<file path="src/inc/vadj_consts.vh">
`ifndef VADJ_CONSTS_VH
`define VADJ_CONSTS_VH

// ----------------------------------------------------------------------------
// Serial bus addressing
// ----------------------------------------------------------------------------
`define VADJ_SLAVE_ADDR      7'h44
`define VADJ_DIR_WRITE       1'b0
`define VADJ_SUB_MODE_BIT    7
`define VADJ_SUB_LAST        4'h9
`define VADJ_SUB_FIRST       4'h0

// ----------------------------------------------------------------------------
// Setting offsets
// ----------------------------------------------------------------------------
`define VADJ_OFS_CONTROL     4'h0
`define VADJ_OFS_BRIGHTNESS  4'h1
`define VADJ_OFS_CONTRAST    4'h2
`define VADJ_OFS_OVERLAY     4'h3
`define VADJ_OFS_GAIN1       4'h4
`define VADJ_OFS_GAIN2       4'h5
`define VADJ_OFS_GAIN3       4'h6
`define VADJ_OFS_BREF1       4'h7
`define VADJ_OFS_BREF2       4'h8
`define VADJ_OFS_BREF3       4'h9
`define VADJ_NUM_SETTINGS    10

// ----------------------------------------------------------------------------
// Control setting bit positions
// ----------------------------------------------------------------------------
`define VADJ_CTL_PEDESTAL    0
`define VADJ_CTL_OVL_DIS     1
`define VADJ_CTL_VID_DIS     2
`define VADJ_CTL_FB_POL      3
`define VADJ_CTL_BLANK_LO    4
`define VADJ_CTL_BLANK_HI    5

// ----------------------------------------------------------------------------
// Reset values, entry 9 down to entry 0
// ----------------------------------------------------------------------------
`define VADJ_RESET_VALS      80'h00_00_00_00_00_3f_0f_26_10_08

`endif

</file>
<file path="src/core/vadj_sync.v">
`timescale 1ns/1ps

// ----------------------------------------------------------------------------
// Two-stage synchroniser for asynchronous inputs
// ----------------------------------------------------------------------------
module vadj_sync #(
    parameter W = 1
) (
    input  wire         clk,   // sampling clock
    input  wire         rst_n, // reset, active low
    input  wire [W-1:0] d,     // asynchronous inputs
    output reg  [W-1:0] q      // synchronised inputs
);

    reg [W-1:0] meta;

    always @(posedge clk or negedge rst_n) begin
        if (!rst_n) begin
            meta <= {W{1'b0}};
            q    <= {W{1'b0}};
        end else begin
            meta <= d;
            q    <= meta;
        end
    end

endmodule

</file>
<file path="src/core/vadj_setting_bank.v">
`timescale 1ns/1ps

// ----------------------------------------------------------------------------
// Active settings with a single-entry shadow for buffered writes
// ----------------------------------------------------------------------------
module vadj_setting_bank #(
    parameter N          = 10,
    parameter W          = 8,
    parameter IW         = 4,
    parameter RESET_VALS = 80'h0
) (
    input  wire           clk,      // system clock
    input  wire           rst_n,    // reset, active low
    input  wire           dir_wr,   // direct write pulse
    input  wire           buf_wr,   // buffered capture pulse
    input  wire           apply,    // blanking-edge apply pulse
    input  wire [IW-1:0]  wr_idx,   // entry index
    input  wire [W-1:0]   wr_data,  // entry data
    output wire [N*W-1:0] settings  // active settings, entry 0 in low bits
);

    reg [IW-1:0] shadow_idx;
    reg [W-1:0]  shadow_data;
    reg [W-1:0]  active [0:N-1];

    always @(posedge clk or negedge rst_n) begin
        if (!rst_n) begin
            shadow_idx  <= {IW{1'b0}};
            shadow_data <= {W{1'b0}};
        end else if (buf_wr) begin
            shadow_idx  <= wr_idx;
            shadow_data <= wr_data;
        end
    end

    genvar i;
    generate
        for (i = 0; i < N; i = i + 1) begin : g_entry
            always @(posedge clk or negedge rst_n) begin
                if (!rst_n) begin
                    active[i] <= RESET_VALS[i*W +: W];
                end else if (dir_wr && wr_idx == i) begin
                    active[i] <= wr_data;
                end else if (apply && shadow_idx == i) begin
                    active[i] <= shadow_data;
                end
            end
            assign settings[i*W +: W] = active[i];
        end
    endgenerate

endmodule

</file>
<file path="src/core/vadj_regs.v">
// Operation
// - Buffered data applies only on blanking leading edge.
// - After applying, interface resets and accepts transfers.
// - Direct-mode writes take effect at once.
// - Answer only slave address 1000100 with write.
// - Brightness_offset sets brightness offset.
// - Video_contrast sets video contrast.
// - Overlay_contrast sets overlay contrast.
// - Subaddresses 04H-06H set channel gains.
// - Polarity 0: 07H-09H set internal references.
// - Polarity 1: 07H-09H set external references.
// - Polarity 1: two select bits choose blank level.
// - Reference choice ignores pedestal enable bit.
// - Blanking input blanks signal, brightness, optional pedestal.
// - One buffered transfer per blanking edge.
// - Subaddress MSB selects direct or buffered mode.
// - Auto-increment 00H-09H, wrapping 09H to 00H.
// - Buffered subaddresses take exactly one data byte.
// - Other subaddresses acknowledged, no operation.
`timescale 1ns/1ps
`include "vadj_consts.vh"

module vadj_regs #(
    parameter W = 8
) (
    input  wire        sys_clk,                  // system clock, 25 MHz
    input  wire        nrst,                     // asynchronous reset, active low
    input  wire        scl_in,                   // serial clock pin level
    input  wire        sda_in,                   // serial data pin level
    output reg         sda_out,                  // serial data drive value
    output reg         sda_oe_n,                 // serial data drive enable, active low
    input  wire        vblank_clamp_input,       // vertical blanking pulse
    output wire [W-1:0] brightness_offset,       // brightness setting
    output wire [W-1:0] video_contrast,          // video contrast setting
    output wire [W-1:0] overlay_contrast,        // overlay contrast setting
    output wire [W-1:0] gain_channel_one,        // channel one gain
    output wire [W-1:0] gain_channel_two,        // channel two gain
    output wire [W-1:0] gain_channel_three,      // channel three gain
    output wire [W-1:0] black_ref_channel_one,   // channel one black reference
    output wire [W-1:0] black_ref_channel_two,   // channel two black reference
    output wire [W-1:0] black_ref_channel_three, // channel three black reference
    output reg         pedestal_blank_enable,    // pedestal blanking enabled
    output reg         feedback_polarity_select, // feedback polarity
    output reg         blank_level_sel_hi,       // blank level select, upper bit
    output reg         blank_level_sel_lo,       // blank level select, lower bit
    output reg         video_disable,            // video path disabled
    output reg         overlay_disable,          // overlay path disabled
    output reg         internal_ref_enable,      // references steer internal feedback
    output reg         external_ref_enable,      // references steer external voltages
    output reg  [1:0]  blank_level,              // fixed blanking level code
    output reg         signal_blank,             // signal blanking active
    output reg         brightness_blank,         // brightness blanking active
    output reg         pedestal_blank,           // pedestal blanking active
    output reg         buffered_pending          // buffered write awaits blanking edge
);

    // ------------------------------------------------------------------------
    // Reset release
    // ------------------------------------------------------------------------
    reg rst_meta;
    reg rst_n;

    always @(posedge sys_clk or negedge nrst) begin
        if (!nrst) begin
            rst_meta <= 1'b0;
            rst_n    <= 1'b0;
        end else begin
            rst_meta <= 1'b1;
            rst_n    <= rst_meta;
        end
    end

    // ------------------------------------------------------------------------
    // Pin synchronisation and edge detection
    // ------------------------------------------------------------------------
    wire [2:0] pins_s;
    reg        scl_d;
    reg        sda_d;
    reg        vbl_d;

    vadj_sync #(
        .W     (3)
    ) u_sync (
        .clk   (sys_clk),
        .rst_n (rst_n),
        .d     ({vblank_clamp_input, sda_in, scl_in}),
        .q     (pins_s)
    );

    wire scl_s = pins_s[0];
    wire sda_s = pins_s[1];
    wire vbl_s = pins_s[2];

    always @(posedge sys_clk or negedge rst_n) begin
        if (!rst_n) begin
            scl_d <= 1'b1;
            sda_d <= 1'b1;
            vbl_d <= 1'b0;
        end else begin
            scl_d <= scl_s;
            sda_d <= sda_s;
            vbl_d <= vbl_s;
        end
    end

    wire scl_rise  = scl_s & ~scl_d;
    wire scl_fall  = ~scl_s & scl_d;
    wire bus_start = scl_s & scl_d & sda_d & ~sda_s;
    wire bus_stop  = scl_s & scl_d & ~sda_d & sda_s;
    wire vbl_lead  = vbl_s & ~vbl_d;

    // ------------------------------------------------------------------------
    // Receiver state machine
    // ------------------------------------------------------------------------
    localparam [4:0] ST_IDLE = 5'h01;
    localparam [4:0] ST_RECV = 5'h02;
    localparam [4:0] ST_ACK  = 5'h04;
    localparam [4:0] ST_SKIP = 5'h08;
    localparam [4:0] ST_HOLD = 5'h10;

    localparam [1:0] KIND_ADDR = 2'h0;
    localparam [1:0] KIND_SUB  = 2'h1;
    localparam [1:0] KIND_DATA = 2'h2;

    reg [4:0]   state;
    reg [4:0]   next_state;
    reg [1:0]   kind;
    reg [1:0]   next_kind;
    reg [3:0]   bit_cnt;
    reg [3:0]   next_bit_cnt;
    reg [7:0]   shift;
    reg [7:0]   next_shift;
    reg [7:0]   sub_ptr;
    reg [7:0]   next_sub_ptr;
    reg         buf_taken;
    reg         next_buf_taken;
    reg         next_sda_oe_n;
    reg         dir_wr;
    reg         buf_wr;
    reg         apply;
    reg [3:0]   wr_idx;
    reg [W-1:0] wr_data;

    // Subaddress classification.
    wire sub_buffered = sub_ptr[`VADJ_SUB_MODE_BIT];
    wire sub_in_range = (sub_ptr[6:4] == 3'h0);
    wire sub_settable = sub_in_range && (sub_ptr[3:0] <= `VADJ_SUB_LAST);
    wire addr_match   = (shift == {`VADJ_SLAVE_ADDR, `VADJ_DIR_WRITE});

    always @* begin
        next_state     = state;
        next_kind      = kind;
        next_bit_cnt   = bit_cnt;
        next_shift     = shift;
        next_sub_ptr   = sub_ptr;
        next_buf_taken = buf_taken;
        next_sda_oe_n  = sda_oe_n;
        dir_wr         = 1'b0;
        buf_wr         = 1'b0;
        apply          = 1'b0;
        wr_idx         = sub_ptr[3:0];
        wr_data        = shift;
        case (state)
            ST_HOLD: begin
                // The bus is ignored until the pending value has been applied.
                if (vbl_lead) begin
                    apply          = 1'b1;
                    next_buf_taken = 1'b0;
                    next_sda_oe_n  = 1'b1;
                    next_state     = ST_IDLE;
                end
            end
            default: begin
                if (bus_stop) begin
                    next_sda_oe_n = 1'b1;
                    next_state    = buf_taken ? ST_HOLD : ST_IDLE;
                end else if (bus_start) begin
                    next_sda_oe_n = 1'b1;
                    next_kind     = KIND_ADDR;
                    next_bit_cnt  = 4'h0;
                    next_state    = buf_taken ? ST_SKIP : ST_RECV;
                end else begin
                    case (state)
                        ST_RECV: begin
                            if (scl_rise && bit_cnt != 4'h8) begin
                                next_shift   = {shift[6:0], sda_s};
                                next_bit_cnt = bit_cnt + 4'h1;
                            end else if (scl_fall && bit_cnt == 4'h8) begin
                                case (kind)
                                    KIND_ADDR: begin
                                        if (addr_match) begin
                                            next_sda_oe_n = 1'b0;
                                            next_kind     = KIND_SUB;
                                            next_state    = ST_ACK;
                                        end else begin
                                            next_state = ST_SKIP;
                                        end
                                    end
                                    KIND_SUB: begin
                                        next_sub_ptr  = shift;
                                        next_sda_oe_n = 1'b0;
                                        next_kind     = KIND_DATA;
                                        next_state    = ST_ACK;
                                    end
                                    default: begin
                                        if (buf_taken) begin
                                            next_state = ST_SKIP;
                                        end else begin
                                            next_sda_oe_n = 1'b0;
                                            next_state    = ST_ACK;
                                            if (sub_buffered && sub_settable) begin
                                                buf_wr         = 1'b1;
                                                next_buf_taken = 1'b1;
                                            end else if (!sub_buffered && sub_settable) begin
                                                dir_wr = 1'b1;
                                                if (sub_ptr[3:0] == `VADJ_SUB_LAST) begin
                                                    next_sub_ptr = {4'h0, `VADJ_SUB_FIRST};
                                                end else begin
                                                    next_sub_ptr = sub_ptr + 8'h01;
                                                end
                                            end
                                        end
                                    end
                                endcase
                            end
                        end
                        ST_ACK: begin
                            if (scl_fall) begin
                                next_sda_oe_n = 1'b1;
                                next_bit_cnt  = 4'h0;
                                next_state    = ST_RECV;
                            end
                        end
                        default: begin
                            next_state = state;
                        end
                    endcase
                end
            end
        endcase
    end

    always @(posedge sys_clk or negedge rst_n) begin
        if (!rst_n) begin
            state     <= ST_IDLE;
            kind      <= KIND_ADDR;
            bit_cnt   <= 4'h0;
            shift     <= 8'h00;
            sub_ptr   <= 8'h00;
            buf_taken <= 1'b0;
            sda_oe_n  <= 1'b1;
            sda_out   <= 1'b0;
        end else begin
            state     <= next_state;
            kind      <= next_kind;
            bit_cnt   <= next_bit_cnt;
            shift     <= next_shift;
            sub_ptr   <= next_sub_ptr;
            buf_taken <= next_buf_taken;
            sda_oe_n  <= next_sda_oe_n;
            sda_out   <= 1'b0;
        end
    end

    // ------------------------------------------------------------------------
    // Setting storage
    // ------------------------------------------------------------------------
    wire [`VADJ_NUM_SETTINGS*W-1:0] settings;

    vadj_setting_bank #(
        .N          (`VADJ_NUM_SETTINGS),
        .W          (W),
        .IW         (4),
        .RESET_VALS (`VADJ_RESET_VALS)
    ) u_bank (
        .clk        (sys_clk),
        .rst_n      (rst_n),
        .dir_wr     (dir_wr),
        .buf_wr     (buf_wr),
        .apply      (apply),
        .wr_idx     (wr_idx),
        .wr_data    (wr_data),
        .settings   (settings)
    );

    wire [W-1:0] ctrl = settings[`VADJ_OFS_CONTROL*W +: W];

    assign brightness_offset       = settings[`VADJ_OFS_BRIGHTNESS*W +: W];
    assign video_contrast          = settings[`VADJ_OFS_CONTRAST*W +: W];
    assign overlay_contrast        = settings[`VADJ_OFS_OVERLAY*W +: W];
    assign gain_channel_one        = settings[`VADJ_OFS_GAIN1*W +: W];
    assign gain_channel_two        = settings[`VADJ_OFS_GAIN2*W +: W];
    assign gain_channel_three      = settings[`VADJ_OFS_GAIN3*W +: W];
    assign black_ref_channel_one   = settings[`VADJ_OFS_BREF1*W +: W];
    assign black_ref_channel_two   = settings[`VADJ_OFS_BREF2*W +: W];
    assign black_ref_channel_three = settings[`VADJ_OFS_BREF3*W +: W];

    // ------------------------------------------------------------------------
    // Control decode and blanking outputs
    // ------------------------------------------------------------------------
    // The reference routing and blank level look only at polarity and the
    // select bits, so toggling the pedestal bit never moves them.
    always @(posedge sys_clk or negedge rst_n) begin
        if (!rst_n) begin
            pedestal_blank_enable    <= 1'b0;
            feedback_polarity_select <= 1'b0;
            blank_level_sel_hi       <= 1'b0;
            blank_level_sel_lo       <= 1'b0;
            video_disable            <= 1'b0;
            overlay_disable          <= 1'b0;
            internal_ref_enable      <= 1'b1;
            external_ref_enable      <= 1'b0;
            blank_level              <= 2'h0;
            signal_blank             <= 1'b0;
            brightness_blank         <= 1'b0;
            pedestal_blank           <= 1'b0;
            buffered_pending         <= 1'b0;
        end else begin
            pedestal_blank_enable    <= ctrl[`VADJ_CTL_PEDESTAL];
            feedback_polarity_select <= ctrl[`VADJ_CTL_FB_POL];
            blank_level_sel_hi       <= ctrl[`VADJ_CTL_BLANK_HI];
            blank_level_sel_lo       <= ctrl[`VADJ_CTL_BLANK_LO];
            video_disable            <= ctrl[`VADJ_CTL_VID_DIS];
            overlay_disable          <= ctrl[`VADJ_CTL_OVL_DIS];
            internal_ref_enable      <= ~ctrl[`VADJ_CTL_FB_POL];
            external_ref_enable      <= ctrl[`VADJ_CTL_FB_POL];
            if (ctrl[`VADJ_CTL_FB_POL]) begin
                blank_level <= {ctrl[`VADJ_CTL_BLANK_HI], ctrl[`VADJ_CTL_BLANK_LO]};
            end else begin
                blank_level <= 2'h0;
            end
            signal_blank             <= vbl_s;
            brightness_blank         <= vbl_s;
            pedestal_blank           <= vbl_s & ctrl[`VADJ_CTL_PEDESTAL];
            buffered_pending         <= (next_state == ST_HOLD);
        end
    end

endmodule

</file>
<file path="config.mk">
export PLATFORM = sky130hd
export DESIGN_NAME = vadj_regs
export DESIGN_NICKNAME = d
export VERILOG_FILES = /design/src/core/vadj_sync.v /design/src/core/vadj_setting_bank.v /design/src/core/vadj_regs.v
export VERILOG_INCLUDE_DIRS = /design/src /design/src/inc
export SDC_FILE = /design/constraint.sdc
export NUM_CORES = 1
export LEC_CHECK = 0
export BUFFER_PORTS_ARGS = -buffer_cell sky130_fd_sc_hd__buf_2
export CAP_MARGIN = 20
export CORE_MARGIN = 1
export CORE_UTILIZATION = 42
export DETAILED_ROUTE_END_ITERATION = 12
export SLEW_MARGIN = 10
export SYNTH_ARGS = -nofsm -noshare
export SYNTH_HDL_FRONTEND = slang
export SYNTH_HIERARCHICAL = 1
export SYNTH_SLANG_ARGS = --single-unit
</file>
<file path="constraint.sdc">
create_clock -name sys_clk -period 3.86 [get_ports sys_clk]
set_input_delay 0.386 -clock sys_clk [delete_from_list [all_inputs] [get_ports sys_clk]]
set_output_delay 0.386 -clock sys_clk [all_outputs]
set_load 0.05 [all_outputs]
</file>
==> results_dict.tcl, run 1 <==
set metrics [dict create \
    irDropWorstVdd_mv 0.346 \
    cts-resized-gates 0 \
    outcome "finished clean" \
    power_density_nw_per_um2 425 \
    synth_area_um2 6930 \
    antenna_found_initial 0 \
    antenna_cells 0 \
    max-slew-margin-rel 0.301 \
    clkSinkCount 141 \
    r2r-start "state[2]" \
    synthCells 722 \
    total_power_w 0.00342 \
    cts_tree "built" \
    slew_violations 0 \
    vias 6147 \
    yosysWarnings 6 \
    grt_overflow 0 \
    cts_buffer_depth 2 \
    crit_path_end_kind "register" \
    routedWlPerCell_um 20.0 \
    cts_setup_buffers 0 \
    placed_cell_area_um2 7480 \
    hold_viol_final 0 \
    first_iter_violations 770 \
    syn_to_final_growth_pct 16.1 \
    ant_nets 0 \
    globalRouteTotalUtil 0.247 \
    drcViolationCount 0 \
    die_h_um 130 \
    syn_nets 729 \
    port_buffers 91 \
    core_um2 16000 \
    finalInstanceArea_um2 8050 \
    critPathMaxFanout 18 \
    hp-start "scl_in" \
    start_util 0.433 \
    rsz0062_at_grt "false" \
    setup_viol 0 \
    grt_max_degree 74 \
    grt_pass1_wl_um 32000 \
    required_ns 4.21 \
    row_count 46 \
    cts_buffers 17 \
    max_freq_mhz 338 \
    path_clk_slew_ns 0.06 \
    dr.pass1.iters 5 \
    die_area_um2 17000 \
    worst_pin_slew_ns 1.05 \
    grt_pass1_vias 5864 \
    via_per_inst 6.13 \
    whs_ns 0.0718 \
    critical_path_class "register to register" \
    clock-skew-final_ns 0.0136 \
    period_share 0.765 \
    min_period_ns 2.95 \
    synth.avg_cell_area_um2 9.60 \
    total_leakage_power_nw 3.68 \
    clk_latency_ns 0.43 \
    cts-htree-levels 4 \
    routabilityCongestion 0.855 \
    nets 781 \
    hold_path.class "input port to register" \
    fin_util 0.503 \
    drive_gt1_frac 0.231 \
    io_pins 93 \
    crit_start "state[2]" \
    die_w_um 130 \
    worst_setup_path_start_kind "register" \
    root_buffer "clkbuf_16" \
    dp_hpwl_um 13100 \
    drv_cap 0 \
    cts_hold_buffers 1 \
    arrival_ns 3.30 \
    wl_um 20100 \
    setup-tns-final_ns 0 \
]
## critical path: stages, from the launching register on
cell and delay [ns]:
dfrtp_1 0.45, nor4b_4 0.41, nand4_2 0.29, nor2_1 0.37
nand3_1 0.55, or2_0 0.57, a31oi_1 0.23
## per-layer routing
layer  vias to the layer above  share of wire  GRT usage
li1                       2778              -          -
met1                      3031           0.45      0.350
met2                       306           0.46      0.371
met3                        32          0.074     0.0476
met4                         0          0.018      0.105
met5                         -              0          0
## cell usage in the layout, fill, tap and decap left out, types with 4 or more instances in the layout
master,instances
a31oi_1,73
dfstp_2,20
buf_4,14
o21ai_0,65
and3b_1,19
nor3_1,73
nand4_1,19
a22oi_1,8
clkbuf_16,17
dfrtp_1,120
clkbuf_1,7
mux2_2,20
or2_0,6
o21ai_1,23
nand3b_1,5
nor3b_1,9
nand2_1,78
nor2_1,6
a21oi_1,8
or2_1,4
nand3_1,10
nand2b_1,7
a2bb2oi_1,11
nor2b_1,4
buf_2,91
inv_1,9
## worst paths after layout
| path | slack [ns] | to | cells after the start |
|---|---|---|---|
| max | 0.91 | u_bank/settings[62] | 6 |
| min | 0.07 | u_sync/meta[0] | 1 |
| max reg2reg | 0.91 | u_bank/settings[62] | 6 |
| min reg2reg | 0.34 | u_sync/q[1] | 0 |
| max in group asynchronous | 2.48 | u_bank/settings[33] | 1 |
| min in group asynchronous | 0.28 | rst_n | 2 |
## per-stage QoR
stage / std cells / worst slack [ns]
finish: 1003 / 0.906
global placement: 970 / 1.12
detailed placement: 970 / 0.958
CTS: 1003 / 0.962
floorplan: 722 / 1.54
global route: 1003 / 0.667
## power by group
| group | internal [W] | switching (W) | total [W] | leakage [nW] |
|---|---|---|---|---|
| Sequential | 0.00153 | 0.000189 | 0.00171 | 1.86 |
| Clock | 0.000965 | 0.000602 | 0.00157 | 0.269 |
| Combinational | 0.0000733 | 0.0000654 | 0.000139 | 1.55 |
## layout make-up
cell class,count,area (µm²)
multi-input combinational,498,3040
fill,1524,7950
clock buffer,25,465
inverter,9,33.8
tap,216,270
clock inverter,7,91.3
sequential,141,3560
timing repair buffer,107,591
## sequential cells by signal, indices dropped and copies added, names as in the netlist, 2 cells and up
name / count
bit_cnt: 4
u_bank/settings: 78
shift: 8
kind: 2
sub_ptr: 8
u_bank/shadow_data: 8
u_bank/shadow_idx: 4
state: 5
blank_level: 2
u_sync/q: 3
u_sync/meta: 3
(Power assumes the default switching activity.)
==> inputs of run 2 (changes only) <==
Settings changed: ABC_AREA set to 1.
Clock period 3.86 ns to 2.67 ns, I/O delays scaled along.
==> run 2 against run 1 <==
  * Utilization is 2.4 points higher
  * Wire length down 1.9%
  * Largest cell class unchanged
  * Clock skew is 0.0069 ns lower
  * Fmax grew 20%
  * Worst setup slack worse by 0.70 ns
  * Clock power rose by 41%
  * Flip-flop and latch count did not move
  * Final cell count increased by 22%
==> results_dict.tcl, run 2 <==
set metrics [dict create \
    arrival_ns 2.77 \
    drv_cap 0 \
    min_period_ns 2.47 \
    dp.cells 1186 \
    rrSetupSlack_ns 0.20 \
    reg2regPathDepth 15 \
    synth.avg_cell_area_um2 7.94 \
    cts-htree-levels 4 \
    cts_buffers 17 \
    root_buffer "clkbuf_16" \
    antenna_cells 0 \
    max-slew-margin-rel 0.534 \
    nets 1003 \
    power_density_nw_per_um2 605 \
    grt_pass1_wl_um 30900 \
    final_cell_mix "265 x nand2_1, 192 x nand3_1, 120 x dfrtp_1, 91 x buf_2, 84 x inv_1" \
    crit_top_cell "nand2_1" \
    path_clk_slew_ns 0.06 \
    layout_commonest_cell "nand2_1" \
    ant_nets 0 \
    total_power_w 0.00512 \
    crit_start "bit_cnt[0]" \
    grt_pass1_vias 5770 \
    irDropWorstVdd_mv 0.470 \
    die_area_um2 17100 \
    first_iter_violations 644 \
    dp_hpwl_um 13600 \
    cts_buffer_depth 2 \
    r2r-end "u_bank/settings[64]" \
    worst_setup_path_start_kind "register" \
    setup-tns-final_ns 0 \
    outcome "finished clean" \
    largest_register_ffs 78 \
    antenna_found_initial 0 \
    vias 6388 \
    worst_pin_slew_ns 0.699 \
    port_buffers 91 \
    io_pins 93 \
    clock-skew-final_ns 0.00677 \
    hold_path.class "input port to asynchronous set/reset pin" \
    cp_slowest_cell "dfrtp_1" \
    synth_area_um2 6960 \
    critPathMaxFanout 14 \
    routabilityCongestion 0.951 \
    use_met2 0.355 \
    synthCells 877 \
    setup_viol 0 \
    max_freq_mhz 405 \
    crit_path_end_kind "register" \
    dr.pass1.iters 7 \
    wl_um 19700 \
    syn_to_final_growth_pct 21.5 \
    grt_max_degree 53 \
    routedWlPerCell_um 16.1 \
    start_util 0.434 \
    die_w_um 131 \
    grt-busiest-layer "met2" \
    hold_viol_final 0 \
    cp-endpoint "u_bank/settings[64]" \
    final-instance-count-excl-fill 1225 \
    r2r-start "bit_cnt[0]" \
    yosysWarnings 6 \
    use_met3 0.0415 \
    slowest_delay_ns 0.39 \
    via_per_inst 5.21 \
    clkSinkCount 141 \
    row_count 46 \
    cts_tree "built" \
    path_cells "inv_1 > ha_1 > nand2_2 > nor2_2 > nand2_2 > inv_2 > nand2_1 > nor3_4 > buf_6 > nand3_2 > nor2_4 > dlymetal6s2s_1 > nand2_1 > nand3_1 > nand2_1" \
    syn_nets 884 \
    met1_usage 0.353 \
    drcViolationCount 0 \
    required_ns 2.97 \
    die_h_um 131 \
    core_um2 16100 \
    total_leakage_power_nw 4.61 \
    clk_latency_ns 0.42 \
    critical_path_class "register to register" \
    globalRouteTotalUtil 0.244 \
    slew_violations 0 \
    period_share 0.925 \
    drive_gt1_frac 0.210 \
    grt_overflow 0 \
]
-- run 2: layer usage --
metal	share of wire	vias to the layer above
met1	0.46	3001
met5	0	-
met3	0.072	31
met2	0.44	238
met4	0.024	0
li1	-	3118
-- run 2: where the power goes --
group	leakage, nW	switching [W]	total [W]	internal (W)
Sequential	1.87	0.0000972	0.00233	0.00223
Clock	0.271	0.000868	0.00221	0.00135
Combinational	2.48	0.000408	0.000577	0.000169
Total	4.61	0.00137	0.00512	0.00375
-- run 2: critical path: cells and delay by family, from the launching register on --
family / cells / cell delay [ns]
and+or+nand+nor: 10 / 1.23
DFF: 1 / 0.39
adders and majority gates: 1 / 0.17
buffers and inverters: 4 / 0.57
-- run 2: what timing repair did --
action | 4_1_cts | 5_1_grt
endpoints found under the setup margin | 0 | 19
resized for setup | 0 | 5
hold buffers | 4 | 0
setup buffers | 0 | 3
endpoints found under the hold margin | 5 | 0
-- run 2: how the worst min path moves through the flow --
stage	end	depth (start not counted)	slack, ns	from
global route	rst_n	2	0.15	nrst
global placement	rst_meta	1	0.05	nrst
CTS	rst_n	2	0.14	nrst
detailed placement	rst_meta	1	0.06	nrst
floorplan	rst_meta	0	-0.03	nrst
finish	rst_n	2	0.15	nrst
-- run 2: final cells by class --
| class | count | area (µm²) |
|---|---|---|
| sequential | 141 | 3560 |
| fill | 1563 | 7600 |
| clock inverter | 7 | 62.6 |
| tap | 216 | 270 |
| timing repair buffer | 128 | 777 |
| inverter | 90 | 338 |
| multi-input combinational | 618 | 2970 |
| clock buffer | 25 | 485 |
-- run 2: per-stage QoR --
stage / worst slack, ns / cell area [µm²] / hold WS [ns] / utilization
2_1_floorplan: 0.307 / 6970 / -0.0286 / -
3_3_place_gp: 0.140 / 7820 / 0.0537 / 0.487
3_5_place_dp: 0.0470 / 7820 / 0.0550 / 0.487
4_1_cts: 0.0154 / 8410 / 0.140 / 0.524
5_1_grt: -0.00404 / 8460 / 0.155 / 0.527
6_report: 0.201 / 8460 / 0.154 / 0.527
==> inputs of run 3 (changes only) <==
Settings changed: MAX_ROUTING_LAYER set to met4.
==> run 3 against run 2 <==
  * Critical path depth shrank 1
  * Non-clock buffer count is the same
  * Combinational power is essentially flat
  * Critical path type unchanged
  * Critical endpoint is now u_bank/settings[68]
==> results_dict.tcl, run 3 (same netlist as run 2, synthesis figures left out) <==
set metrics [dict create \
    outcome "finished clean" \
    antenna_cells 0 \
    clk_latency_ns 0.42 \
    die_w_um 131 \
    power_density_nw_per_um2 625 \
    max-slew-margin-rel 0.641 \
    critical_path_class "register to register" \
    clock-skew-final_ns 0.00562 \
    min_period_ns 2.41 \
    grt_max_degree 55 \
    place_ws_ns 0.0729 \
    die_h_um 131 \
    arrival_ns 2.72 \
    dp_hpwl_um 13800 \
    syn_to_final_growth_pct 22.5 \
    crit_path_end_kind "register" \
    root_buffer "clkbuf_16" \
    drcViolationCount 0 \
    slew_violations 0 \
    final_cell_mix "265 x nand2_1, 191 x nand3_1, 120 x dfrtp_1, 91 x buf_2, 84 x inv_1" \
    via_per_inst 5.23 \
    max_freq_mhz 415 \
    finalInstanceArea_um2 8530 \
    port_buffers 91 \
    worst_setup_path_start_kind "register" \
    dp.cells 1186 \
    core_um2 16100 \
    cts_buffers 17 \
    path_clk_slew_ns 0.06 \
    drive_gt1_frac 0.218 \
    critPathMaxFanout 14 \
    setup_slack_ns 0.261 \
    wl_um 19700 \
    grt-busiest-layer "met2" \
    setup-tns-final_ns 0 \
    largest_register_ffs 78 \
    final-instance-count-excl-fill 1225 \
    met1_usage 0.353 \
    grt_pass1_wl_um 31000 \
    required_ns 2.98 \
    irDropWorstVdd_mv 0.409 \
    io_pins 93 \
    period_share 0.902 \
    antenna_found_initial 0 \
    placed_cell_area_um2 7820 \
    globalRouteTotalUtil 0.251 \
    cts-htree-levels 4 \
    nets 1003 \
    dr.pass1.iters 6 \
    use_met3 0.0440 \
    ant_nets 0 \
    hold_path.class "input port to asynchronous set/reset pin" \
    drv_cap 0 \
    die_area_um2 17100 \
    routedWlPerCell_um 16.1 \
    start_util 0.434 \
    setup_viol 0 \
    use_met2 0.361 \
    clkSinkCount 141 \
    first_iter_violations 686 \
    total_leakage_power_nw 4.62 \
    layout_commonest_cell "nand2_1" \
    cts_tree "built" \
    grt_pass1_vias 5726 \
    worst_pin_slew_ns 0.537 \
    rsz0062_at_grt "false" \
    vias 6410 \
    hold_viol_final 0 \
    row_count 46 \
    grt_overflow 0 \
    cts_buffer_depth 2 \
    routabilityCongestion 0.932 \
]
-- run 3: cell types whose count changed in the layout (fill, tap and decap cells not counted), moves of 2 or more --
cell / before / now
bufinv_16: 1 / 3
clkbuf_1: 5 / 1
buf_4: 29 / 31
clkinvlp_4: 1 / 4
nor2_1: 39 / 37
nor2_2: 8 / 10
-- run 3: worst paths after layout --
| kind | cells past startpoint | slack [ns] | end | from |
|---|---|---|---|---|
| max in group asynchronous | 1 | 1.63 | u_bank/settings[33] | rst_n |
| worst min register to register | 0 | 0.26 | u_bank/settings[39] | rst_n |
| min in group sys_clk | 0 | 0.34 | u_sync/q[2] | u_sync/meta[2] |
| worst max-delay path | 14 | 0.26 | u_bank/settings[68] | bit_cnt[0] |
| worst max register to register | 14 | 0.26 | u_bank/settings[68] | bit_cnt[0] |
| worst min-delay path | 2 | 0.16 | rst_meta | nrst |
-- run 3: worst max-delay path, stage by stage, from the launching register on --
cell and delay, ns:
dfrtp_1 0.39, inv_1 0.10, ha_1 0.16, nand2_2 0.08, nor2_2 0.10, nand2_2 0.11
inv_2 0.08, nand2_1 0.11, nor3_4 0.28, buf_12 0.18, nand3_2 0.18, nor2_4 0.24
nor2_1 0.13, nand2_1 0.09, nand2_1 0.05
-- run 3: where the power goes --
group          switching [W]  internal (W)  total (W)
logic               0.000410      0.000167   0.000577
registers          0.0000872       0.00223    0.00232
clock network       0.000903       0.00154    0.00244
total                0.00140       0.00393    0.00534
-- run 3: final cells by class --
type	instances	area (µm²)
Multi-Input combinational cell	618	2990
Tap cell	216	270
Timing Repair Buffer	128	768
Clock buffer	21	470
Clock inverter	11	140
Fill cell	1589	7520
Inverter	90	338
Sequential cell	141	3560
-- run 3: metrics by stage --
stage | power [W] | utilization | hold slack (ns)
after floorplan | 0.00277 | - | -0.0286
after global placement | 0.00293 | 0.487 | 0.0550
after detailed placement | 0.00294 | 0.487 | 0.0563
after CTS | 0.00538 | 0.528 | 0.146
after global routing | 0.00555 | 0.531 | 0.163
final | 0.00534 | 0.531 | 0.158
-- run 3: what timing repair did --
item,4_1_cts,5_1_grt
hold endpoints to repair,5,0
hold buffers,4,0
setup endpoints to repair,0,52
buffers inserted,0,3
resized for setup,0,8
-- run 3: metal layers --
metal  vias up  wire (µm)
met5         -          0
met1      3036       9330
met3        28       1280
li1       3108          -
met4         0        361
met2       238       8740
